$ cat config.mk
export PLATFORM = sky130hd
export DESIGN_NAME = nvh_host
export DESIGN_NICKNAME = d
export VERILOG_FILES = /design/src/common/nvh_pkg.sv /design/src/nvh_host.sv
export VERILOG_INCLUDE_DIRS = /design/src /design/src/common
export SDC_FILE = /design/constraint.sdc
export NUM_CORES = 1
export LEC_CHECK = 0
export ABC_AREA = 1
export BUFFER_PORTS_ARGS = -buffer_cell sky130_fd_sc_hd__buf_2
export CAP_MARGIN = 20
export CORE_ASPECT_RATIO = 2
export CORE_MARGIN = 2
export CORE_UTILIZATION = 45
export CTS_CLUSTER_DIAMETER = 150
export DETAILED_ROUTE_END_ITERATION = 7
export PLACE_DENSITY_LB_ADDON = 0.2
export SETUP_SLACK_MARGIN = 0.4
export SLEW_MARGIN = 10
export SYNTH_ARGS = -nofsm -noshare
export SYNTH_HDL_FRONTEND = slang
export SYNTH_SLANG_ARGS = --single-unit
$ cat constraint.sdc
create_clock -name clk_sys -period 3.65 [get_ports clk_sys]
set_input_delay 0.73 -clock clk_sys [delete_from_list [all_inputs] [get_ports clk_sys]]
set_output_delay 0.73 -clock clk_sys [all_outputs]
set_load 0.02 [all_outputs]
$ cat src/common/nvh_cfg.svh
`ifndef NVH_CFG_SVH
`define NVH_CFG_SVH
// ----------------------------------------
// Sequence addresses
// ----------------------------------------
`define NVH_SEQ_A1 11'h000
`define NVH_SEQ_A2 11'h555
`define NVH_SEQ_A3 11'h2AA
`define NVH_SEQ_A4 11'h7FF
`define NVH_SEQ_A5 11'h0F0
`define NVH_SEQ_STORE 11'h70F
`define NVH_SEQ_RECALL 11'h70E
`define NVH_SEQ_TEST 11'h39C
// ----------------------------------------
// Timing
// ----------------------------------------
`define NVH_CLK_MHZ 125
`define NVH_CYCLE_NS 48
`define NVH_CYCLE_CLKS ((`NVH_CYCLE_NS * `NVH_CLK_MHZ + 999) / 1000)
`define NVH_STORE_MS 10
`define NVH_STORE_CLKS (`NVH_STORE_MS * 1000 * `NVH_CLK_MHZ)
`define NVH_RECALL_US 20
`define NVH_RECALL_CLKS (`NVH_RECALL_US * `NVH_CLK_MHZ)
`define NVH_RESTORE_US 650
`define NVH_RESTORE_CLKS (`NVH_RESTORE_US * `NVH_CLK_MHZ)
`endif

$ cat src/common/nvh_pkg.sv
`default_nettype none
package nvh_pkg;
	typedef enum logic [1:0] {NVH_OP_READ, NVH_OP_WRITE, NVH_OP_STORE, NVH_OP_RECALL} nvh_op_t;
	typedef enum {NVH_IDLE, NVH_SETUP, NVH_STROBE, NVH_HOLD, NVH_WAIT} nvh_state_t;
endpackage
`default_nettype wire

$ cat src/nvh_host.sv
// Function
// - Host holds address stable through the whole write.
// - Host keeps output enable high in writes; device drops drivers otherwise.
// - Host holds write enable high to the end of power-up recall only when idle sees power_fail high; after reset it is ready at once.
// - Store follows six reads 000,555,2AA,7FF,0F0,70F in order.
// - Recall uses same five reads then 70E.
// - Only reads count in the sequence; output enable is free.
// - Each step is a select-clocked read with write enable high.
// - Host's store and recall sequences never issue the reserved test sequence ending 39C; plain reads pass any address.
`timescale 1ns/1ps
`default_nettype none
`include "nvh_cfg.svh"
module nvh_host #(
	parameter int STORE_CLKS = `NVH_STORE_CLKS,
	parameter int RESTORE_CLKS = `NVH_RESTORE_CLKS
) (
	input wire logic clk_sys,
	input wire logic rst_n,
	input wire logic req_valid,
	input wire nvh_pkg::nvh_op_t req_op,
	input wire logic [10:0] req_addr,
	input wire logic [7:0] req_wdata,
	input wire logic power_fail,
	output logic req_ready,
	output logic rsp_valid,
	output logic [7:0] rsp_rdata,
	output logic [10:0] byte_select_lines,
	output logic [7:0] byte_io_lines_o,
	output logic byte_io_lines_oe_n,
	input wire logic [7:0] byte_io_lines_i,
	output logic chip_sel_n,
	output logic out_en_n,
	output logic write_en_n
);
	localparam logic [7:0] CYC = 8'(`NVH_CYCLE_CLKS);
	typedef struct packed {
		nvh_pkg::nvh_state_t st;
		nvh_pkg::nvh_op_t op;
		logic [2:0] step;
		logic [31:0] cnt;
		logic [2:0] pf_sync;
		logic pf;
		logic ready;
		logic rvalid;
		logic [7:0] rdata;
		logic [10:0] addr;
		logic [7:0] wdata;
		logic oe_n;
		logic cs_n;
		logic g_n;
		logic we_n;
		logic [2:0][7:0] io_sync;
		logic [7:0] io;
	} nvh_st_t;
	nvh_st_t s, n;
	logic [10:0] seq_addr;
	// ----------------------------------------
	// Address of the next sequence step
	// ----------------------------------------
	always_comb begin
		case (s.step)
			3'h0: seq_addr = `NVH_SEQ_A2;
			3'h1: seq_addr = `NVH_SEQ_A3;
			3'h2: seq_addr = `NVH_SEQ_A4;
			3'h3: seq_addr = `NVH_SEQ_A5;
			default: seq_addr = (s.op == nvh_pkg::NVH_OP_STORE) ? `NVH_SEQ_STORE : `NVH_SEQ_RECALL;
		endcase
	end
	// ----------------------------------------
	// Sequencer
	// ----------------------------------------
	always_comb begin
		n = s;
		n.rvalid = 1'b0;
		n.pf_sync = {s.pf_sync[1:0], power_fail};
		if (s.pf_sync[2] == s.pf_sync[1]) begin
			n.pf = s.pf_sync[2];
		end
		// Data pins pass three stages too; the strobe outlasts them, so read data is settled
		n.io_sync = {s.io_sync[1:0], byte_io_lines_i};
		if (s.io_sync[2] == s.io_sync[1]) begin
			n.io = s.io_sync[2];
		end
		case (s.st)
			nvh_pkg::NVH_IDLE: begin
				n.cs_n = 1'b1;
				n.g_n = 1'b1;
				n.we_n = 1'b1;
				n.oe_n = 1'b1;
				if (s.pf) begin
					// Supply low: wait out the device's store and restore before new access
					n.ready = 1'b0;
					n.cnt = 32'(RESTORE_CLKS);
				end else if (s.cnt != 32'h0) begin
					n.cnt = s.cnt - 32'h1;
					n.ready = (s.cnt == 32'h1);
				end else if (s.ready && req_valid) begin
					n.ready = 1'b0;
					n.op = req_op;
					n.step = 3'h0;
					n.wdata = req_wdata;
					if (req_op == nvh_pkg::NVH_OP_STORE || req_op == nvh_pkg::NVH_OP_RECALL) begin
						n.addr = `NVH_SEQ_A1;
					end else begin
						n.addr = req_addr;
					end
					n.st = nvh_pkg::NVH_SETUP;
				end else begin
					n.ready = 1'b1;
				end
			end
			nvh_pkg::NVH_SETUP: begin
				// Address settles before the strobe falls
				n.cnt = {24'h0, CYC};
				n.cs_n = 1'b0;
				if (s.op == nvh_pkg::NVH_OP_WRITE) begin
					n.we_n = 1'b0;
					n.g_n = 1'b1;
					n.oe_n = 1'b0;
				end else begin
					n.we_n = 1'b1;
					n.g_n = 1'b0;
				end
				n.st = nvh_pkg::NVH_STROBE;
			end
			nvh_pkg::NVH_STROBE: begin
				if (s.cnt != 32'h0) begin
					n.cnt = s.cnt - 32'h1;
				end else begin
					if (s.op != nvh_pkg::NVH_OP_WRITE) begin
						n.rdata = s.io;
					end
					n.cs_n = 1'b1;
					n.we_n = 1'b1;
					n.g_n = 1'b1;
					n.st = nvh_pkg::NVH_HOLD;
				end
			end
			nvh_pkg::NVH_HOLD: begin
				// Address and data held one cycle past the rising strobe
				n.oe_n = 1'b1;
				if (s.op == nvh_pkg::NVH_OP_READ || s.op == nvh_pkg::NVH_OP_WRITE) begin
					n.rvalid = 1'b1;
					n.st = nvh_pkg::NVH_IDLE;
				end else if (s.step == 3'h5) begin
					n.rvalid = 1'b1;
					n.st = nvh_pkg::NVH_WAIT;
					n.cnt = (s.op == nvh_pkg::NVH_OP_STORE) ? 32'(STORE_CLKS) : 32'(`NVH_RECALL_CLKS);
				end else begin
					n.step = s.step + 3'h1;
					n.st = nvh_pkg::NVH_SETUP;
				end
			end
			nvh_pkg::NVH_WAIT: begin
				// No pin activity: the device ignores inputs until done
				if (s.cnt != 32'h0) begin
					n.cnt = s.cnt - 32'h1;
				end else begin
					n.ready = 1'b1;
					n.st = nvh_pkg::NVH_IDLE;
				end
			end
			default: n.st = nvh_pkg::NVH_IDLE;
		endcase
		if (s.st == nvh_pkg::NVH_HOLD && s.step != 3'h5 && s.op[1]) begin
			n.addr = seq_addr;
		end
	end
	always_ff @(posedge clk_sys or negedge rst_n) begin
		if (!rst_n) begin
			s <= '{st: nvh_pkg::NVH_IDLE, op: nvh_pkg::NVH_OP_READ, step: 3'h0, cnt: 32'h0, pf_sync: 3'h0,
				pf: 1'b0, ready: 1'b0, rvalid: 1'b0, rdata: 8'h00, addr: 11'h000, wdata: 8'h00,
				oe_n: 1'b1, cs_n: 1'b1, g_n: 1'b1, we_n: 1'b1, io_sync: 24'h000000, io: 8'h00};
		end else begin
			s <= n;
		end
	end
	assign req_ready = s.ready;
	assign rsp_valid = s.rvalid;
	assign rsp_rdata = s.rdata;
	assign byte_select_lines = s.addr;
	assign byte_io_lines_o = s.wdata;
	assign byte_io_lines_oe_n = s.oe_n;
	assign chip_sel_n = s.cs_n;
	assign out_en_n = s.g_n;
	assign write_en_n = s.we_n;
	// ----------------------------------------
	// Checks
	// ----------------------------------------
	AST_NO_DRIVE_ON_READ: assert property (@(posedge clk_sys) disable iff (!rst_n)
		!s.g_n |-> s.oe_n) else $error("Host drives bus while reading");
	AST_WRITE_DRIVES: assert property (@(posedge clk_sys) disable iff (!rst_n)
		(!s.we_n && !s.cs_n) |-> (!s.oe_n && s.g_n)) else $error("Write without data drive");
	AST_WE_HIGH_IN_SEQ: assert property (@(posedge clk_sys) disable iff (!rst_n)
		(s.op[1] && !s.cs_n) |-> s.we_n) else $error("Write strobe during sequence");
	AST_ADDR_STABLE_WRITE: assert property (@(posedge clk_sys) disable iff (!rst_n)
		(!s.we_n && !s.cs_n) |=> $stable(s.addr)) else $error("Address moved during write");
	AST_WE_IDLE_HIGH: assert property (@(posedge clk_sys) disable iff (!rst_n)
		s.st == nvh_pkg::NVH_IDLE |-> s.we_n) else $error("Write enable low when idle");
	AST_NO_TEST_SEQ: assert property (@(posedge clk_sys) disable iff (!rst_n)
		(s.op[1] && !s.cs_n) |-> s.addr != `NVH_SEQ_TEST) else $error("Reserved address issued");
	AST_FIRST_STEP: assert property (@(posedge clk_sys) disable iff (!rst_n)
		(s.op[1] && s.step == 3'h0 && !s.cs_n) |-> s.addr == `NVH_SEQ_A1) else $error("Bad first step");
	AST_SIXTH_STEP: assert property (@(posedge clk_sys) disable iff (!rst_n)
		(s.op == nvh_pkg::NVH_OP_RECALL && s.step == 3'h5 && !s.cs_n) |-> s.addr == `NVH_SEQ_RECALL)
		else $error("Bad recall code");
	AST_SIXTH_STORE: assert property (@(posedge clk_sys) disable iff (!rst_n)
		(s.op == nvh_pkg::NVH_OP_STORE && s.step == 3'h5 && !s.cs_n) |-> s.addr == `NVH_SEQ_STORE)
		else $error("Bad store code");
	AST_WAIT_QUIET: assert property (@(posedge clk_sys) disable iff (!rst_n)
		s.st == nvh_pkg::NVH_WAIT |-> (s.cs_n && !s.ready)) else $error("Access during transfer");
endmodule // nvh_host
`default_nettype wire

# == Word level (Yosys, flattened, before mapping) ==
# Cells that the tools add are included.
# totals
ram_bits,0
rom_bits,0
register_bits,138
latch_bits,0
output_inout_bits,33
n_memories,0
in_bits,33
elab_cells,116
# op_classes
reduce_logical,27
shifts,0
addsub,2
n_div,0
mux,37
n_lt_le_gt_ge,0
n_eq_ne,29
n_mul,0
n_bitwise,2
# ops
operator,n
two-way mux 32 bit,6
case mux 32 bit (5 select lines),1
case mux 32 bit (4 select lines),1
two-way mux 37 bit,3
two-way mux 19 bit,4
== test 32 x 1 -> 1 bit (second input constant),2
== test 32 x 2 -> 1 bit (second input constant),2
== test 32 x 3 -> 1 bit (second input constant),2
case mux 11 bit (4 select lines),1
two-way mux 35 bit,1
logical NOT 32 bit,1
nonzero test 32 bit,1
subtractor 32 x 1 -> 32 bit (second input constant),1
two-way mux 11 bit,2
two-way mux 21 bit,1
!= test 2 bit (second input constant),9
nonzero test 2 bit,5
two-way mux 1 bit,9
two-way mux 3 bit,3
case mux 3 bit (3 select lines),1
== test 8 bit,1
AND reduction 4 bit,2
== test 2 bit (second input constant),3
== test 3 x 2 -> 1 bit (second input constant),2
22 further kinds,33

# == Logic depth before layout (Yosys ltp) ==
# depth
word_depth,8
mapped_depth,13
depth_no_buf,13

# == Worst setup path before layout ==
# OpenSTA, ideal clock, no wires.
# synth_timing
kind,reg-to-reg
from,register s[102] (netlist name)
to,register s[96] (netlist name)
path_stages_with_launch,12
t_arrival_ps,1614
required_time_ps,3529
setup_ps,121
period_less_slack_ps,1735
setup_slack_ps,1915
path_cell_list,dfrtp_1 inv_1 ha_1 nand2_1 o21ai_1 nand2_2 nor2_2 inv_2 nor2_2 nand3_1 nand2_1 nor2_1
# synth_via
elab_chain_cells,3
# synth_rtl
item,line_no,rtl
start: declaration,nvh_host.sv:55,"nvh_st_t s, n;"
start signal: assignment,nvh_host.sv:171,"s <= '{st: nvh_pkg::NVH_IDLE, op: nvh_pkg::NVH_OP_READ, step: 3'h0, cnt: 32'h0, pf_sync: 3'h0,"
start signal: assignment,nvh_host.sv:175,s <= n;
== test 3 bit,nvh_host.sv:145,end else if (s.step == 3'h5) begin
!= test 2 bit (no source line),n/a,
AND reduction 3 bit (no source line),n/a,
# No other way between the ends.
# A chain may end at the register's enable or synchronous reset.

# == Worst setup path after layout ==
# layout_timing
from,register s[86] (netlist name)
to,register s (netlist bit byte_select_lines[8])
# layout_via
elab_chain_cells,3
# layout_rtl
item,line_no,rtl
nonzero test 32 bit,nvh_host.sv:94,end else if (s.cnt != 32'h0) begin
!= test 2 x 1 -> 1 bit (no source line),n/a,
AND reduction 4 bit (no source line),n/a,
# No other way between the ends.

==> reports/results.txt <==
status = complete, no violations
Hold Fails Final Rpt = 0
H-Tree Depth = 3
Clk Latency, worst-skew pair = 0.35 ns
worst relative slew slack = 0.4997
Tot Pwr = 4.308 mW
WP data required = 3.85 ns
main combinational cell family by area after synthesis = simple AND/OR/NAND/NOR gates
vias = 4,335
TritonCTS clock tree = done
Seq/Total Area, Yosys = 0.5016
layout cells sized above 1 = 0.1899
Worst-path clk slew = 0.08 ns
clock root buffer = clkbuf_16
antenna fix cells = 0
Syn-to-layout area delta = 10.63%
initial DRC count = 215
Mapped Area = 0.005448 mm2
Crit Path Max Fanout = 15
Die W = 81.80 um
pwr dens = 714.8 mW/mm2
CP Class = register to register
Final ANT Viol Nets = 0
Arr. time, crit path = 2.71 ns
pin count of the biggest net entering global routing = 110
Peak Freq = 0.3979 GHz
xor/xnor cell area share of the yosys netlist = 0.02733
global route overflow = 0
Wirelength per Cell = 15.25 um
Tcrit/Tclk final = 0.6885
Placer Congestion = 0.9944
Simple-Gate Fraction of Synth Area = 0.2446
FP Rows = 56
RSZ-0062 raised after global routing = no
Yosys warning count = 0
leading cell types in the layout, fill and taps excluded = nand2_1 (141), dfrtp_1 (105), nor2_1 (83)
clock buffer depth = 2
cts hold-fix bufs = 0
syn avg cell area = 8.472 um2
CP startpoint kind = register
post-route setup TNS = 0 ns
Die ar. = 0.01306 mm2
via count of the first global-routing pass = 4,441
Pleak = 3.115 nW
Inserted Clock Buffers = 9
first-pass GRT wire length = 21.12 mm
final core occ = 0.5120
Synth Register Bits = 109
syn_nets = 683
IO buf count = 65
post-DR vias/cell = 5.192
number of I/O pins = 66
multiplexer area fraction after synthesis = 0.01654
ys async rst share = 1.000
Critical Path Sink Type = register
total wire length = 12.73 mm
Hold Path Class = register to register
Post-synth top flop = dfrtp_1
commonest non-fill, non-tap cell in the layout = nand2_1
Peak VDD IR = 0.4243 mV
# DRC = 0
Total GRT Usage = 0.2111
Post-synth EDFFs = 0
adder-cell area share of the yosys netlist = 0.01791
Layout Nets = 725
Final Setup Violations = 0
Die Y = 159.6 um
clock sink count = 109
area of the core = 0.01177 mm2
post-synthesis compound-gate area fraction = 0.08728
Slew @ Worst Pin = 0.7496 ns
initial antenna violation count = 0
Max Clock Skew = 0.008993 ns
Max-Cap Viols = 0
Cells after Synth = 643
Setup Buffers After CTS = 0
Synth cell types = 42
smallest hold slack = 0.3531 ns
post-DP HPWL = 9.754 mm
fillcell total = 1,132
Final Max Slew Viols = 0
Initial Utilization = 0.4628
post-CTS resize count = 0
drt first pass iters = 4
final worst path period need = 2.513 ns
where the power goes:
part / total (mW) / internal [mW] / switching (mW)
logic: 1.63 / 0.522 / 1.11
clock network: 1.00 / 0.494 / 0.508
registers: 1.67 / 1.45 / 0.226
total: 4.31 / 2.47 / 1.84
cell usage after synthesis, types with 3 or more instances:
cell	n	area, um2
a21oi_1	20	100.1
a31oi_1	3	18.77
buf_4	29	217.7
buf_6	4	45.04
clkbuf_1	3	11.26
dfrtp_1	105	2628
dfstp_2	4	105.1
ha_1	7	87.58
inv_1	72	270.3
inv_2	6	22.52
mux2_2	8	90.09
nand2_1	141	529.3
nand2_2	6	37.54
nand3_1	39	195.2
nand4_1	6	37.54
nor2_1	83	311.6
nor2_2	8	50.05
nor2_4	4	45.04
nor3_1	10	50.05
nor4_1	3	18.77
o21ai_0	33	165.2
o21ai_1	5	25.02
o21ai_2	6	52.55
o31ai_1	3	22.52
xor2_1	15	131.4
final cells by class:
cell class | instances | area [um2] | share of cell area
Clock inverter | 7 | 91.34 | 0.01515
Tap cell | 145 | 181.4 | 0.03010
Clock buffer | 9 | 225.2 | 0.03737
Sequential cell | 109 | 2733 | 0.4534
Multi-Input combinational cell | 419 | 2145 | 0.3558
Timing Repair Buffer | 67 | 355.3 | 0.05896
Inverter | 79 | 296.5 | 0.04920
state kept, by name, indices dropped and copies added (netlist names):
register	flops
byte_select_lines	11
req_ready	1
rsp_valid	1
out_en_n	1
rsp_rdata	8
byte_io_lines_oe_n	1
byte_io_lines_o	8
chip_sel_n	1
s	58
write_en_n	1
n	18
critical path, cell delays in order (launching register included):
cell	delay (ns)
dfrtp_1	0.44
nor2_1	0.22
nand2_1	0.15
nor2_1	0.11
nand2_1	0.09
nor2_2	0.59
nand2_4	0.25
nand2_2	0.25
inv_2	0.12
nand2_1	0.07
nand3_1	0.06
final timing paths:
path                             from                   end  slack (ns)  cells past startpoint
worst max-delay path            s[86]  byte_select_lines[8]        1.14                     10
worst min-delay path            n[19]                 n[27]        0.35                      0
worst max register to register  s[86]  byte_select_lines[8]        1.14                     10
worst min register to register  n[19]                 n[27]        0.35                      0
max in group asynchronous       rst_n                 s[99]        2.76                      2
min in group asynchronous       rst_n          rsp_rdata[4]        0.42                      2
per-layer routing:
layer  vias to the layer above  wire length [um]  share of wire  GRT usage
li1                       2111                 -              -          -
met4                         0               838          0.066     0.1303
met2                       114              6959           0.55     0.3747
met5                         -                 0              0          0
met3                        46               360          0.028    0.03118
met1                      2064              4572           0.36     0.2230
per-stage QoR:
stage          setup WS, ns  cell area, um2  instances
6_report              1.137            6027        835
5_1_grt              0.8974            6027        835
4_1_cts               1.153            6027        835
3_5_place_dp          1.164            5710        819
3_3_place_gp          1.232            5710        819
2_1_floorplan         1.915            5448        643
kinds of logic (layout without fill, tap and decap cells):
group	count (synthesis)	count (layout)
simple gates	305	305
buf+inv	115	162
flops	109	109
compound gates	81	81
xor+xnor	17	17
fa+ha+maj	8	8
mux	8	8
No activity file was read; power rests on OpenSTA's default activity.
